<file path="src/include/sclc_pkg.sv">
// constants, types and the checksum helper for the sensor command block
// assumes a 50 MHz system clock and an i2c link sampled by that clock
// Notes on behaviour
// - self-calibration is enabled after reset until a host command changes it
// - the setting is volatile only; saving it needs a separate command
// - 0x2416 plus word and crc sets (1) or clears (0) calibration, no reply
// - 0x2313 replies with calibration state word plus crc within 1 ms
// - low-power mode makes a new result about every 30 seconds
// - 0x21ac starts low-power mode, takes no parameter and gives no reply
// - results are read in low-power mode the same way as normal mode
// - reading a result before it is ready gets a nack
// - 0xe4b8 replies with a word whose low 11 bits are nonzero when ready
// - each data word goes msb first and is followed by an 8-bit crc; command words carry no crc
package sclc_pkg;
    localparam logic [6:0] DEV_ADDR = 7'h40; // bus address, value arbitrary
    localparam logic [15:0] CMD_SET_CAL = 16'h2416;
    localparam logic [15:0] CMD_GET_CAL = 16'h2313;
    localparam logic [15:0] CMD_START_LP = 16'h21ac;
    localparam logic [15:0] CMD_GET_RDY = 16'he4b8;
    localparam logic [15:0] CMD_READ_MEAS = 16'h3c05;
    localparam logic [7:0] CRC_POLY = 8'h31;
    localparam logic [7:0] CRC_INIT = 8'hff;
    localparam logic [2:0] NB_CMD = 3'h2;
    localparam logic [2:0] NB_PARAM = 3'h5;
    localparam logic [2:0] NB_SAT = 3'h7;
    localparam logic [3:0] BITS_BYTE = 4'h8;
    localparam int CLK_HZ = 50_000_000;
    localparam int EXEC_US = 1000;
    localparam int EXEC_CYC = CLK_HZ / 1_000_000 * EXEC_US;
    localparam int LP_PERIOD_S = 30;
    localparam longint LP_CYC = longint'(CLK_HZ) * LP_PERIOD_S;
    localparam logic [7:0] REG_STAT = 8'h00;
    localparam logic [7:0] REG_MASK = 8'h04;
    localparam logic [7:0] REG_STATE = 8'h08;
    localparam logic [7:0] REG_MEAS = 8'h0c;
    localparam int EV_RDY = 0;
    localparam int EV_CAL = 1;
    localparam int EV_CRC = 2;
    localparam int EV_LP = 3;
    localparam int ST_CAL = 0;
    localparam int ST_LP = 1;
    localparam int ST_RDY = 2;
    localparam int ST_BUSY = 3;
    localparam logic CAL_RST = 1'b1;
    localparam logic [15:0] MEAS_RST = 16'h0000;

    typedef enum logic [2:0] {I_IDLE, I_ADDR, I_AACK, I_WRX, I_WACK, I_TX, I_RACK, I_IGN} sclc_i2c_st_t;
    typedef enum logic [1:0] {RSP_NONE, RSP_CAL, RSP_RDY, RSP_MEAS} sclc_rsp_t;

    typedef struct packed {
        logic [2:0] scl_s;
        logic [2:0] sda_s;
        logic scl_f;
        logic sda_f;
        sclc_i2c_st_t st;
        logic [3:0] bitc;
        logic [7:0] sh;
        logic rw;
        logic [39:0] wbuf;
        logic [2:0] nb;
        logic hnack;
        logic sda_oe;
        logic sdo;
        sclc_rsp_t pend;
        logic [23:0] resp;
        logic [1:0] txi;
        logic auto_self_calibration;
        logic lp;
        logic rdy;
        logic [15:0] busy;
        logic [31:0] lpcnt;
        logic [15:0] meas;
        logic [3:0] stat;
        logic [3:0] mask;
        logic irq;
        logic pready;
        logic pslverr;
        logic [31:0] prdata;
    } sclc_state_t;

    function automatic logic [7:0] crc8(input logic [15:0] w);
        logic [7:0] c;
        c = CRC_INIT;
        for (int i = 15; i >= 0; i--) begin
            c = (c[7] ^ w[i]) ? ({c[6:0], 1'b0} ^ CRC_POLY) : {c[6:0], 1'b0};
        end
        return c;
    endfunction : crc8
endpackage : sclc_pkg

</file>
<file path="src/rtl/sclc_cmd.sv">
// i2c command interpreter for calibration, low-power mode and data-ready
// assumes open-drain sda resolved outside; scl/sda are async to mclk_i
`timescale 1ns/10ps
module sclc_cmd #(
    parameter logic [15:0] EXEC_CYC = 16'(sclc_pkg::EXEC_CYC),
    parameter logic [31:0] LP_CYC = 32'(sclc_pkg::LP_CYC)
) (
    input wire logic mclk_i,
    input wire logic arst_n_i,
    input wire logic scl_i,
    input wire logic sda_i,
    output logic sda_o,
    output logic sda_oe_o,
    input wire logic psel_i,
    input wire logic penable_i,
    input wire logic pwrite_i,
    input wire logic [7:0] paddr_i,
    input wire logic [31:0] pwdata_i,
    output logic [31:0] prdata_o,
    output logic pready_o,
    output logic pslverr_o,
    output logic irq_o
);
    sclc_pkg::sclc_state_t q;
    sclc_pkg::sclc_state_t d;
    logic rise;
    logic fall;
    logic start;
    logic stop;
    logic ack_rd;
    logic set_ok;
    logic crc_bad;
    logic lp_go;
    logic acc;
    logic wr;
    logic [3:0] ev;
    logic [3:0] clr;
    logic [15:0] cmd;
    logic [15:0] w;
    logic [7:0] txb;

    always_comb begin
        d = q;
        ack_rd = 1'b0;
        set_ok = 1'b0;
        crc_bad = 1'b0;
        lp_go = 1'b0;
        ev = 4'h0;
        clr = 4'h0;
        cmd = 16'h0000;
        // three stages; a level counts once stages two and three agree
        d.scl_s = {q.scl_s[1:0], scl_i};
        d.sda_s = {q.sda_s[1:0], sda_i};
        if (q.scl_s[1] == q.scl_s[2]) begin
            d.scl_f = q.scl_s[2];
        end
        if (q.sda_s[1] == q.sda_s[2]) begin
            d.sda_f = q.sda_s[2];
        end
        rise = d.scl_f & ~q.scl_f;
        fall = ~d.scl_f & q.scl_f;
        start = q.scl_f & d.scl_f & q.sda_f & ~d.sda_f;
        stop = q.scl_f & d.scl_f & ~q.sda_f & d.sda_f;
        unique case (q.pend)
            sclc_pkg::RSP_CAL: w = {15'h0000, q.auto_self_calibration};
            sclc_pkg::RSP_RDY: w = {15'h0000, q.rdy};
            sclc_pkg::RSP_MEAS: w = q.meas;
            sclc_pkg::RSP_NONE: w = 16'h0000;
        endcase
        unique case (q.txi)
            2'h0: txb = q.resp[23:16];
            2'h1: txb = q.resp[15:8];
            2'h2: txb = q.resp[7:0];
            2'h3: txb = 8'hff;
        endcase
        if (q.busy != 16'h0000) begin
            d.busy = q.busy - 16'h0001;
        end

        // a write frame is acted on when it ends, by stop or repeated start
        if ((start || stop) && q.st != sclc_pkg::I_IDLE && !q.rw) begin
            cmd = (q.nb == sclc_pkg::NB_PARAM) ? q.wbuf[39:24] : q.wbuf[15:0];
            if (q.nb == sclc_pkg::NB_CMD) begin
                if (cmd == sclc_pkg::CMD_GET_CAL) begin
                    d.pend = sclc_pkg::RSP_CAL;
                    d.busy = EXEC_CYC;
                end else if (cmd == sclc_pkg::CMD_GET_RDY) begin
                    d.pend = sclc_pkg::RSP_RDY;
                    d.busy = EXEC_CYC;
                end else if (cmd == sclc_pkg::CMD_READ_MEAS) begin
                    d.pend = sclc_pkg::RSP_MEAS;
                end else if (cmd == sclc_pkg::CMD_START_LP) begin
                    d.pend = sclc_pkg::RSP_NONE;
                    lp_go = 1'b1;
                end
            end else if (q.nb == sclc_pkg::NB_PARAM && cmd == sclc_pkg::CMD_SET_CAL) begin
                d.pend = sclc_pkg::RSP_NONE;
                d.busy = EXEC_CYC;
                if (sclc_pkg::crc8(q.wbuf[23:8]) != q.wbuf[7:0]) begin
                    crc_bad = 1'b1;
                end else if (q.wbuf[23:9] == 15'h0000) begin
                    set_ok = 1'b1;
                    // volatile only, lost on reset
                    d.auto_self_calibration = q.wbuf[8];
                end
            end
        end

        if (start) begin
            d.st = sclc_pkg::I_ADDR;
            d.bitc = 4'h0;
            d.nb = 3'h0;
            d.rw = 1'b0;
            d.sda_oe = 1'b0;
        end else if (stop) begin
            d.st = sclc_pkg::I_IDLE;
            d.rw = 1'b0;
            d.sda_oe = 1'b0;
        end else if (rise) begin
            unique case (q.st)
                sclc_pkg::I_ADDR, sclc_pkg::I_WRX: begin
                    d.sh = {q.sh[6:0], d.sda_f};
                    d.bitc = q.bitc + 4'h1;
                end
                sclc_pkg::I_TX: d.bitc = q.bitc + 4'h1;
                sclc_pkg::I_RACK: d.hnack = d.sda_f;
                default: ;
            endcase
        end else if (fall) begin
            unique case (q.st)
                sclc_pkg::I_ADDR: begin
                    if (q.bitc == sclc_pkg::BITS_BYTE) begin
                        // busy, nothing to say, or result not yet ready: nack
                        if (q.sh[7:1] == sclc_pkg::DEV_ADDR && q.busy == 16'h0000
                            && (!q.sh[0] || (q.pend != sclc_pkg::RSP_NONE
                            && (q.pend != sclc_pkg::RSP_MEAS || q.rdy)))) begin
                            d.st = sclc_pkg::I_AACK;
                            d.sda_oe = 1'b1;
                            d.rw = q.sh[0];
                            if (q.sh[0]) begin
                                ack_rd = 1'b1;
                                d.txi = 2'h0;
                                d.resp = {w, sclc_pkg::crc8(w)};
                                if (q.pend == sclc_pkg::RSP_MEAS) begin
                                    d.rdy = 1'b0;
                                end
                            end
                        end else begin
                            d.st = sclc_pkg::I_IGN;
                        end
                    end
                end
                sclc_pkg::I_WRX: begin
                    if (q.bitc == sclc_pkg::BITS_BYTE) begin
                        d.st = sclc_pkg::I_WACK;
                        d.sda_oe = 1'b1;
                        d.wbuf = {q.wbuf[31:0], q.sh};
                        d.nb = (q.nb == sclc_pkg::NB_SAT) ? q.nb : q.nb + 3'h1;
                    end
                end
                sclc_pkg::I_AACK, sclc_pkg::I_WACK, sclc_pkg::I_RACK: begin
                    d.bitc = 4'h0;
                    if (q.st == sclc_pkg::I_RACK && q.hnack) begin
                        d.st = sclc_pkg::I_IGN;
                        d.sda_oe = 1'b0;
                    end else if (q.rw) begin
                        d.st = sclc_pkg::I_TX;
                        d.sh = txb;
                        d.sda_oe = ~txb[7];
                        d.txi = (q.txi == 2'h3) ? q.txi : q.txi + 2'h1;
                    end else begin
                        d.st = sclc_pkg::I_WRX;
                        d.sda_oe = 1'b0;
                    end
                end
                sclc_pkg::I_TX: begin
                    if (q.bitc == sclc_pkg::BITS_BYTE) begin
                        d.st = sclc_pkg::I_RACK;
                        d.sda_oe = 1'b0;
                    end else begin
                        d.sh = {q.sh[6:0], 1'b0};
                        d.sda_oe = ~q.sh[6];
                    end
                end
                default: ;
            endcase
        end

        // result timer runs after the read path so a new result wins
        if (lp_go) begin
            d.lp = 1'b1;
            d.lpcnt = LP_CYC - 32'h1;
        end else if (q.lp) begin
            if (q.lpcnt == 32'h0) begin
                d.rdy = 1'b1;
                d.lpcnt = LP_CYC - 32'h1;
            end else begin
                d.lpcnt = q.lpcnt - 32'h1;
            end
        end
        ev[sclc_pkg::EV_RDY] = q.lp && !lp_go && q.lpcnt == 32'h0;
        ev[sclc_pkg::EV_CAL] = set_ok;
        ev[sclc_pkg::EV_CRC] = crc_bad;
        ev[sclc_pkg::EV_LP] = lp_go;

        // apb: answer one cycle into the access phase, act when pready seen
        acc = psel_i & penable_i & ~q.pready;
        wr = psel_i & penable_i & q.pready & pwrite_i;
        d.pready = acc;
        d.prdata = 32'h0;
        d.pslverr = 1'b0;
        if (acc) begin
            unique case (paddr_i)
                sclc_pkg::REG_STAT: d.prdata[3:0] = pwrite_i ? 4'h0 : q.stat;
                sclc_pkg::REG_MASK: d.prdata[3:0] = pwrite_i ? 4'h0 : q.mask;
                sclc_pkg::REG_STATE: begin
                    if (!pwrite_i) begin
                        d.prdata[sclc_pkg::ST_CAL] = q.auto_self_calibration;
                        d.prdata[sclc_pkg::ST_LP] = q.lp;
                        d.prdata[sclc_pkg::ST_RDY] = q.rdy;
                        d.prdata[sclc_pkg::ST_BUSY] = q.busy != 16'h0000;
                    end
                end
                sclc_pkg::REG_MEAS: d.prdata[15:0] = pwrite_i ? 16'h0000 : q.meas;
                default: d.pslverr = 1'b1;
            endcase
        end
        if (wr) begin
            unique case (paddr_i)
                sclc_pkg::REG_STAT: clr = pwdata_i[3:0];
                sclc_pkg::REG_MASK: d.mask = pwdata_i[3:0];
                sclc_pkg::REG_MEAS: d.meas = pwdata_i[15:0];
                default: ;
            endcase
        end
        // an event in the clearing cycle survives
        d.stat = (q.stat & ~clr) | ev;
        d.irq = |(d.stat & d.mask);
        d.sdo = 1'b0;
    end

    always_ff @(posedge mclk_i or negedge arst_n_i) begin
        if (!arst_n_i) begin
            q <= '0;
            q.scl_s <= 3'h7;
            q.sda_s <= 3'h7;
            q.scl_f <= 1'b1;
            q.sda_f <= 1'b1;
            q.st <= sclc_pkg::I_IDLE;
            q.pend <= sclc_pkg::RSP_NONE;
            q.meas <= sclc_pkg::MEAS_RST;
            q.auto_self_calibration <= sclc_pkg::CAL_RST;
        end else begin
            q <= d;
        end
    end

    assign sda_o = q.sdo;
    assign sda_oe_o = q.sda_oe;
    assign prdata_o = q.prdata;
    assign pready_o = q.pready;
    assign pslverr_o = q.pslverr;
    assign irq_o = q.irq;
endmodule : sclc_cmd

</file>
<file path="config.mk">
export PLATFORM = sky130hd
export DESIGN_NAME = sclc_cmd
export DESIGN_NICKNAME = d
export VERILOG_FILES = /design/src/include/sclc_pkg.sv /design/src/rtl/sclc_cmd.sv
export SDC_FILE = /design/constraint.sdc
export NUM_CORES = 1
export LEC_CHECK = 0
export ABC_AREA = 1
export ABC_CLOCK_PERIOD_IN_PS = 5280
export BUFFER_PORTS_ARGS = -buffer_cell sky130_fd_sc_hd__buf_2
export CORE_UTILIZATION = 55
export CTS_CLUSTER_SIZE = 16
export DETAILED_ROUTE_END_ITERATION = 12
export PLACE_DENSITY = 0.74
export SLEW_MARGIN = 5
export SYNTH_ARGS = -nofsm -noshare
export SYNTH_HDL_FRONTEND = slang
export SYNTH_SLANG_ARGS = --single-unit
</file>
<file path="constraint.sdc">
create_clock -name mclk_i -period 5.28 [get_ports mclk_i]
set_clock_uncertainty 0.15 [all_clocks]
set_input_delay 0.264 -clock mclk_i [delete_from_list [all_inputs] [get_ports mclk_i]]
set_output_delay 0.264 -clock mclk_i [all_outputs]
set_load 0.01 [all_outputs]
</file>
* Word level (Yosys, flattened, before mapping)
Cells that the tools add are included. W data, S select, Z words.
Cells by class: equality and inequality tests 49, muxes and demuxes 143, reduce and logical (&&, ||, !) cells 57, add/subtract/negate cells 5, bitwise logic cells 87
Operators by type and width (number):
- $mux W6 | 32
- $mux W16 | 9
- $mux W32 | 3
- $not A3 Y3 | 30
- $mux W43 | 2
- $eq A16 B14 Y1 const B | 4
- $pmux W16 S4 | 1
- $mux W59 | 1
- $mux W1 | 48
- $mux W44 | 1
- $mux W4 | 10
- $mux W12 | 3
- $logic_not A32 Y1 | 1
- $mux W8 | 4
- $pmux W8 S4 | 1
- $sub A32 B1 Y32 const B | 1
- $mux W3 | 10
- $xor A1 B1 Y1 | 26
- $mux W2 | 12
- $reduce_and A6 Y1 | 4
- $reduce_bool A3 Y1 | 8
- $ne A2 B2 Y1 const B | 9
- $eq A16 B16 Y1 const B | 1
- $eq A8 B4 Y1 const B | 2
- other kinds (51) | 118
Storage, ports and cells: output and inout port bits 37, input port bits 47, logic and storage cells 368, register bits 191

* Depth between registers and ports, before layout
Gate-level depths: netlist of run 1.
depth after elaboration 39, mapped depth 24, mapped depth without buffers 24

* Worst setup path before layout of run 1
OpenSTA, ideal clock, no wires.
path type register to register, start point reg q[201] (netlist bit), end point reg q[70] (netlist bit), data required time 5.004 ns, buffers on the path 1, clock period less this slack 2.690 ns, library setup time 0.126 ns, stages on the path, launching flop included 14, path slack 2.590 ns, arrival time 2.413 ns, cells stage by stage dfstp_2 > a21oi_1 > nor2_1 > ha_1 > inv_1 > nor3_1 > nor2_1 > nor3_1 > nand3_2 > nand2_4 > inv_2 > buf_2 > o21ai_0 > nand3_1
RTL lines:
- from (decl) | line sclc_cmd.sv:24 | sclc_pkg::sclc_state_t q;

==> results of run 1 <==
how the worst max path moves through the flow:
stage | slack (ns) | to | start
2_1_floorplan | 2.59 | q[70] | q[201]
3_3_place_gp | 1.85 | irq_o | q[201]
3_5_place_dp | 1.69 | q[70] | q[201]
4_1_cts | 1.68 | q[70] | q[201]
5_1_grt | 1.41 | q[90] | q[141]
6_report | 1.63 | irq_o | q[201]
final cells by class:
type / count / area [um^2]
fill: 1783 / 7420
multi-input combinational: 1030 / 5210
tap: 265 / 332
clock inverter: 15 / 186
clock buffer: 17 / 425
inverter: 191 / 718
sequential: 191 / 4790
timing repair buffer: 76 / 507
synthesized netlist by cell type, types with 2 or more instances:
master       n  area (um^2)
o21ai_4      2         32.5
nand3_2      3         30.0
nor2_1     142          533
dfrtp_1    182         4550
xor2_1      29          254
nor2_4       4         45.0
clkbuf_1    21         78.8
nand3_1    100          500
a31oi_1      9         56.3
or3_1        2         12.5
xor2_2       2         32.5
o32ai_1      4         35.0
inv_2        3         11.3
a221oi_1     5         43.8
nor4_1      20          125
a22oi_1      9         67.6
xnor2_1     14          123
buf_6        2         22.5
o22ai_1      2         12.5
o21ai_0    102          510
ha_1        18          225
o21ai_1      8         40.0
o21a_1       2         15.0
o31ai_1      8         60.1
o211ai_1     6         45.0
buf_2        6         30.0
nand4_1     24          150
inv_1      186          698
nand2_4      2         22.5
nor2_2       5         31.3
a21oi_1     44          220
o21ai_2      3         26.3
nand2_2     13         81.3
nor3_1      37          185
o32a_1       2         20.0
o2111ai_1    5         43.8
dfstp_2      9          236
buf_4       35          263
nand3b_1     5         37.5
nand2_1    367         1380
stage by stage:
step / std cells / util, % / setup WS, ns / hold WS [ns]
after floorplan: 1476 / - / 2.59 / -0.182
after global placement: 1732 / 57.9 / 1.85 / 0.154
after detailed placement: 1732 / 57.9 / 1.69 / 0.156
after CTS: 1785 / 62.1 / 1.68 / 0.0689
after global routing: 1785 / 62.1 / 1.41 / 0.114
final: 1785 / 62.1 / 1.63 / 0.0960
logic make-up (layout without fill, tap and decap cells):
logic type | after synthesis | count (layout) | synth area share [%]
other | 1 | 17 | 0.0339
adders and majority gates | 18 | 18 | 2.04
DFF | 191 | 191 | 43.4
and+or+nand+nor | 730 | 730 | 28.9
xor gates and xnor gates | 45 | 45 | 3.70
buffers and inverters | 255 | 299 | 10.1
muxes | 1 | 1 | 0.0906
AOI/OAI and AO/OA | 219 | 219 | 11.8
state kept, by name, indices dropped and copies added, names as in the netlist:
register and flops:
q 167, irq_o 1, sda_oe_o 1, pready_o 1
prdata_o 16, d 4, pslverr_o 1
metal layers:
metal / vias to the layer above / routed length, um / GRT usage, %
met5: - / 0 / 0
met4: 0 / 437 / 8.96
met3: 37 / 1140 / 5.03
met2: 228 / 11800 / 41.4
met1: 4539 / 12000 / 36.5
li1: 4813 / - / -
critical path, delay by kind of cell (launching register included):
| family | cells | cell delay, ns |
|---|---|---|
| adders and majority gates | 1 | 0.20 |
| and+or+nand+nor | 10 | 2.54 |
| AOI/OAI and AO/OA | 1 | 0.08 |
| buffers and inverters | 1 | 0.05 |
| DFF | 1 | 0.57 |
report_power, final:
group | switching, mW | internal (mW) | total, mW | leakage [nW]
clock network | 0.649 | 0.685 | 1.33 | 0.300
registers | 0.0595 | 1.52 | 1.58 | 2.54
logic | 0.305 | 0.140 | 0.445 | 3.36
cell usage in the layout, fill, tap and decap left out, drive strengths merged, types with 5 or more instances in the layout:
cell type / netlist / final
nand2: 382 / 382
inv: 189 / 197
dfrtp: 182 / 182
nor2: 151 / 151
o21ai: 115 / 115
nand3: 103 / 103
buf: 43 / 54
a21oi: 44 / 44
nor3: 38 / 38
xor2: 31 / 31
nand4: 24 / 24
nor4: 22 / 22
dlygate4sd3: 0 / 21
ha: 18 / 18
clkbuf: 21 / 18
conb: 1 / 17
xnor2: 14 / 14
a22oi: 9 / 9
a31oi: 9 / 9
dfstp: 9 / 9
o31ai: 8 / 8
clkinv: 2 / 8
o211ai: 7 / 7
nand3b: 5 / 5
a221oi: 5 / 5
o2111ai: 5 / 5
repair_timing:
action,in CTS,in global routing
endpoints found under the setup margin,0,0
hold buffers,21,0
hold endpoints to repair,82,0
==> results.tsv, run 1 <==
metric	value	unit
min-delay src	paddr_i[2]	
Inserted Clock Buffers	17	
detailed-route via count	9617	
final worst path period share	69.1	%
Total GRT Usage	26.4	%
Synth Flop Type	dfrtp_1	
placed cell area	11400	um^2
hold endpoint	prdata_o[2]	
Worst path slowest cell	dfstp_2	
crit path kind	reg2reg	
clk_lat worst skew	0.46	ns
CP Max Fanout	5	
Clock Sinks	191	
Hold Path Depth	4	
WL final	25400	um
setup TNS	0	ns
site row count	51	
FF+latch count, synth	191	
normalized max-slew margin	19.6	%
Async SR Flop Fraction	100	%
crit end category	register	
CP required	5.51	ns
first-pass GRT wire length	42700	um
Max VDD drop	0.000197	V
diode count	0	
reg-to-reg critical path endpoint	irq_o	
DRC Markers	0	
Synth Instances	1460	
Final GP Congestion	0.899	
core area	19600	um^2
root buf cell	clkbuf_16	
Post-CTS Setup Inserts	0	
post-synthesis sequential area ratio	43.4	%
worst-path cell chain	a21oi_1, nor2_1, ha_1, inv_1, nor3_1, nor2_1, nor3_1, nand3b_1, nor4_1, nand4_1, nand2_1, nand2_1, nand3_1	
Startpoint Class	register	
CTS H-Tree Depth	4	
remaining global-route overflow	0	
Max-cap violations	0	
IO Port Bufs	50	
Initial Utilization	56.4	%
Final HPWL DP	18400	um
FF-to-FF Start	q[201]	
Leak	6.20	nW
CP max stage delay	0.57	ns
Post-synth EDFFs	0	
cell area after layout	12200	um^2
chip height	144	um
power consumption	3.36	mW
Net count, final	1572	
io pins	84	
layout cells sized above 1	9.21	%
antenna-violating nets left	0	
initial antenna violation count	0	
Avg Cell Area, Syn	7.57	um^2
Hold Path Class	in2reg	
YS warnings	0	
CTS clk-pin slew, worst paths	0.08	ns
reg2reg setup slack	1.63	ns
Max Slew Vio Count	0	
drt first pass iters	5	
Max Freq	274	MHz
initial drt markers	569	
Final Hold Vio Count	0	
number of distinct library cells after synthesis	58	
TritonCTS clock tree	done	
Syn-to-layout area delta	10.2	%
CTS max path bufs	2	
post-cts resize count	0	
mapped cell area	11000	um^2
die width	144	um
vias per std cell	5.39	
Worst Tran Pin Value	1.20	ns
routed len/inst	14.2	um
Setup violations, final	0	
vias in the first global route	9043	
Worst EP arrival	3.88	ns
status	finished, final reports clean	
largest net degree at the start of global routing	72	
die area	20700	um^2
worst r2r path cells	13	
min Tclk post-route	3.65	ns
RSZ-0062 raised after global routing	no	
Pwr Density	276	nW/um^2
Power figures use the tool's default switching activity.
==> run 2, diff against run 1 <==
--- a/config.mk
+++ b/config.mk
@@ -6,12 +6,12 @@
 export NUM_CORES = 1
 export LEC_CHECK = 0
 export ABC_AREA = 1
-export ABC_CLOCK_PERIOD_IN_PS = 5280
+export ABC_CLOCK_PERIOD_IN_PS = 3000
 export BUFFER_PORTS_ARGS = -buffer_cell sky130_fd_sc_hd__buf_2
 export CORE_UTILIZATION = 55
 export CTS_CLUSTER_SIZE = 16
 export DETAILED_ROUTE_END_ITERATION = 12
-export PLACE_DENSITY = 0.74
+export PLACE_DENSITY = 0.77
 export SLEW_MARGIN = 5
 export SYNTH_ARGS = -nofsm -noshare
 export SYNTH_HDL_FRONTEND = slang
==> constraint.sdc (replaced) <==
create_clock -name mclk_i -period 3 [get_ports mclk_i]
set_clock_uncertainty 0.15 [all_clocks]
set_input_delay 0.15 -clock mclk_i [delete_from_list [all_inputs] [get_ports mclk_i]]
set_output_delay 0.15 -clock mclk_i [all_outputs]
set_load 0.01 [all_outputs]
==> results.tsv, run 2 (synthesis gave the netlist of run 1 again) <==
metric	value	unit
status	finished, violations left	
failing checks	negative setup slack	
vias per std cell	5.36	
CP Max Fanout	5	
io pins	84	
root buf cell	clkbuf_16	
CTS H-Tree Depth	4	
max reg flops	167	
Final HPWL DP	18500	um
initial antenna violation count	0	
commonest non-fill, non-tap cell in the layout	nand2_1	
drt first pass iters	6	
min Tclk post-route	3.01	ns
crit end category	register	
multi-input logic area	5430	um^2
TritonCTS clock tree	done	
FF/Latch Area	4790	um^2
normalized max-slew margin	48.6	%
most frequent cells in the layout	nand2_1 (356), inv_1 (182), dfrtp_1 (181)	
Initial Utilization	56.4	%
DRC Markers	0	
Max Slew Vio Count	0	
worst-path cell chain	a21oi_1, nor2_2, inv_2, nor3_4, nor2_4, nor3_2, buf_4, nand3b_1, nor4_2, nand4_1, buf_4, nand2_2, o21ai_2	
Max Freq	332	MHz
Biggest register	q	
die width	144	um
IO Port Bufs	50	
diode count	0	
initial drt markers	644	
die area	20700	um^2
Worst Tran Pin Value	0.770	ns
Worst path slowest cell	dfstp_2	
largest net degree at the start of global routing	90	
Worst EP arrival	3.23	ns
detailed-route via count	9857	
Final WS setup	-0.00973	ns
final worst path period share	100	%
CP required	3.22	ns
crit path kind	reg2reg	
Net count, final	1625	
CTS max path bufs	2	
Total GRT Usage	26.6	%
clock network power share	38.5	%
Setup violations, final	2	
CTS clk-pin slew, worst paths	0.07	ns
CP max stage delay	0.55	ns
RSZ-0062 raised after global routing	yes	
placed insts	1764	
switching power	1.81	mW
Inserted Clock Buffers	17	
Syn-to-layout area delta	16.0	%
vias in the first global route	9075	
first-pass GRT wire length	43200	um
WL final	26400	um
remaining global-route overflow	0	
Hold Path Class	in2reg	
Comb power frac	14.2	%
Placement Setup Slack	-0.0755	ns
core area	19600	um^2
clk_lat worst skew	0.45	ns
Layout Cells excl Fill	1838	
Startpoint Class	register	
Leak	6.51	nW
Final Hold Vio Count	0	
Max-cap violations	0	
final design utilization	65.4	%
site row count	51	
sw frac	30.7	%
Max VDD drop	0.000395	V
Final GP Congestion	0.899	
FILL cells	1637	
antenna-violating nets left	0	
Clock Sinks	191	
chip height	144	um
layout cells sized above 1	15.1	%
most used cell, CP	buf_4	
setup TNS	-0.0155	ns
Pwr Density	460	nW/um^2
routed len/inst	14.4	um
Pint	4.08	mW
sequential share of power	47.3	%
-- run 2: final timing paths --
| check | depth (start not counted) | end | start | slack [ns] |
|---|---|---|---|---|
| setup / recovery | 13 | q[109] | d[204] | -0.01 |
| hold / removal | 5 | prdata_o[2] | paddr_i[2] | 0.06 |
| setup reg to reg | 13 | q[109] | d[204] | -0.01 |
| hold reg to reg | 0 | d[204] | d[203] | 0.21 |
| max in group asynchronous | 3 | q[109] | arst_n_i | 1.73 |
| min in group asynchronous | 2 | q[104] | arst_n_i | 0.14 |
-- run 2: final cells by class --
type	count	share of cell area [%]
Multi-Input combinational cell	1030	42.3
Inverter	191	5.65
Sequential cell	191	37.4
Clock buffer	17	3.32
Timing Repair Buffer	129	7.40
Tap cell	265	2.59
Clock inverter	15	1.31
-- run 2: metrics by stage --
| stage | total power, mW | area, um^2 | hold WS [ns] |
|---|---|---|---|
| 2_1_floorplan | 3.35 | 11100 | -0.296 |
| 5_1_grt | 6.17 | 12800 | 0.0924 |
| 3_3_place_gp | 3.59 | 11600 | 0.107 |
| 4_1_cts | 5.90 | 12500 | 0.0216 |
| 3_5_place_dp | 3.60 | 11600 | 0.108 |
| 6_report | 5.90 | 12800 | 0.0583 |
-- run 2: what timing repair did --
| item | CTS | global route |
|---|---|---|
| setup endpoints to repair | 2 | 49 |
| pin swaps | 1 | 20 |
| endpoints found under the hold margin | 110 | 0 |
| hold buffers | 22 | 0 |
| buffers inserted | 0 | 20 |
| resized for setup | 2 | 65 |
-- run 2: critical path: cells and delay by family (launching register included) --
family / cells / cell delay [ns]
buffers and inverters: 3 / 0.51
AO/OA/AOI/OAI: 2 / 0.13
AND/OR/NAND/NOR: 8 / 1.61
flip-flops: 1 / 0.55
-- run 2: per-layer routing --
layer  vias to the layer above  share of wire (%)  track usage [%]
met3                        26                3.7             3.77
met4                         0                1.4             8.23
li1                       4919                  -                -
met2                       219                 47             41.8
met5                         -                  0                0
met1                      4693                 48             37.9
-- run 2: power by group through the flow --
stage	combinational [mW]	sequential, mW	clock [mW]
after floorplan	0.541	2.81	0
after global placement	0.755	2.83	0
after detailed placement	0.764	2.83	0
after CTS	0.799	2.78	2.31
after global routing	0.961	2.80	2.40
final	0.840	2.79	2.27
==> run 3, diff against run 2 <==
--- a/config.mk
+++ b/config.mk
@@ -7,11 +7,11 @@
 export LEC_CHECK = 0
 export ABC_AREA = 1
 export ABC_CLOCK_PERIOD_IN_PS = 3000
-export BUFFER_PORTS_ARGS = -buffer_cell sky130_fd_sc_hd__buf_2
 export CORE_UTILIZATION = 55
 export CTS_CLUSTER_SIZE = 16
 export DETAILED_ROUTE_END_ITERATION = 12
-export PLACE_DENSITY = 0.77
+export DONT_BUFFER_PORTS = 1
+export PLACE_DENSITY = 0.73
 export SLEW_MARGIN = 5
 export SYNTH_ARGS = -nofsm -noshare
 export SYNTH_HDL_FRONTEND = slang
==> results.tsv, run 3 (synthesis gave the netlist of run 1 again) <==
metric	value	unit
RSZ-0062 raised after global routing	yes	
status	finished, violations left	
Total GRT Usage	26.6	%
initial drt markers	723	
DRC Markers	0	
Worst path slowest cell	dfrtp_1	
site row count	51	
most used cell, CP	nand2_1	
Worst EP arrival	3.01	ns
core area	19600	um^2
FF-to-FF Start	q[142]	
normalized max-slew margin	38.2	%
initial antenna violation count	0	
die area	20700	um^2
final design utilization	63.0	%
Final GP Congestion	0.922	
commonest non-fill, non-tap cell in the layout	nand2_1	
Final Hold Vio Count	191	
crit path kind	reg2reg	
root buf cell	clkbuf_16	
setup TNS	0	ns
Setup violations, final	0	
detailed-route via count	9662	
most frequent cells in the layout	nand2_1 (359), inv_1 (184), dfrtp_1 (182)	
chip height	144	um
failing checks	negative hold slack	
Max Used Layer	met4	
FILL cells	1729	
CTS clk-pin slew, worst paths	0.07	ns
IO Port Bufs	0	
routed length on met1	12200	um
vias in the first global route	9124	
Pwr Density	468	nW/um^2
Leak	6.20	nW
remaining global-route overflow	0	
largest net degree at the start of global routing	192	
worst r2r path cells	15	
Placement Setup Slack	0.104	ns
Syn-to-layout area delta	11.6	%
CTS max path bufs	2	
vias per std cell	5.44	
Net count, final	1563	
Max Freq	350	MHz
power consumption	5.77	mW
TritonCTS clock tree	done	
die width	144	um
Max Slew Vio Count	0	
Layout Cells excl Fill	1775	
crit end category	register	
routed len/inst	14.7	um
Clock Sinks	191	
placed insts	1718	
clk_lat worst skew	0.43	ns
drt first pass iters	5	
Final WS setup	0.145	ns
CP Max Fanout	8	
final hold slack	-0.738	ns
Inserted Clock Buffers	17	
WL final	26100	um
Biggest register	q	
antenna-violating nets left	0	
WL met3	1300	um
first-pass GRT wire length	43400	um
CTS H-Tree Depth	4	
io pins	84	
Final HPWL DP	18600	um
max reg flops	167	
min Tclk post-route	2.86	ns
Max-cap violations	0	
Startpoint Class	register	
final worst path period share	95.2	%
diode count	0	
Crit. Startpoint	q[142]	
Hold Path Class	in2async	
Max VDD drop	0.000379	V
Initial Utilization	56.4	%
Worst Tran Pin Value	0.924	ns
CP required	3.16	ns
Detail Route met2 WL	12000	um
layout cells sized above 1	10.2	%
CTS Hold Bufs	23	
CP max stage delay	0.38	ns
worst-path cell chain	inv_1, ha_1, nand2_2, inv_2, nand2_1, o21ai_0, nor2_1, nand2_1, buf_4, nor4_4, nand3_2, nand3_1, nand2_1, a22oi_1, nand3_1	
-- run 3: cell count changes in the layout (fill, tap and decap cells not counted), moves of 3 or more --
| cell | delta |
|---|---|
| inv_8 | -3 |
| buf_4 | -12 |
| nand2_1 | +3 |
| o21ai_0 | +4 |
| nor2_1 | +4 |
| inv_6 | +3 |
| buf_2 | -49 |
-- run 3: metrics by stage --
stage / cell area [um^2] / hold WS [ns]
after floorplan: 11100 / -0.296
after global placement: 11400 / -0.290
after detailed placement: 11400 / -0.287
after CTS: 12200 / -0.755
after global routing: 12300 / -0.748
final: 12300 / -0.738
-- run 3: layout make-up --
cell class / instances / area [um^2] / share of cell area (%)
clock buffer: 19 / 453 / 3.67
tap: 265 / 332 / 2.69
inverter: 191 / 721 / 5.84
multi-input combinational: 1030 / 5330 / 43.2
clock inverter: 12 / 126 / 1.02
sequential: 191 / 4790 / 38.8
timing repair buffer: 67 / 584 / 4.74
-- run 3: where the power goes --
part | total [mW] | switching (mW) | internal [mW]
registers | 2.79 | 0.108 | 2.68
logic | 0.735 | 0.486 | 0.249
clock network | 2.24 | 1.04 | 1.21
-- run 3: layer usage --
layer	track usage (%)	vias up
met1	36.7	4573
met3	4.90	39
met5	0	-
met2	42.4	266
met4	8.68	0
li1	-	4784
-- run 3: final timing paths --
| kind | end | slack [ns] |
|---|---|---|
| worst max-delay path | irq_o | 0.14 |
| worst min-delay path | q[94] | -0.74 |
| worst max register to register | irq_o | 0.14 |
| worst min register to register | d[204] | 0.21 |
| max in group asynchronous | q[109] | 3.09 |
| min in group mclk_i | prdata_o[1] | 0.03 |
-- run 3: timing repair --
action                                 4_1_cts  5_1_grt
resized for setup                            0       36
endpoints found under the hold margin      224      191
setup endpoints to repair                    0       36
setup buffers                                0        3
-- run 3: worst max-delay path: cells and delay by family, from the launching register on --
| kind | cells | cell delay [ns] |
|---|---|---|
| adders and majority gates | 1 | 0.18 |
| buffers and inverters | 3 | 0.33 |
| and+or+nand+nor | 9 | 1.34 |
| DFF | 1 | 0.38 |
| AOI/OAI and AO/OA | 2 | 0.35 |
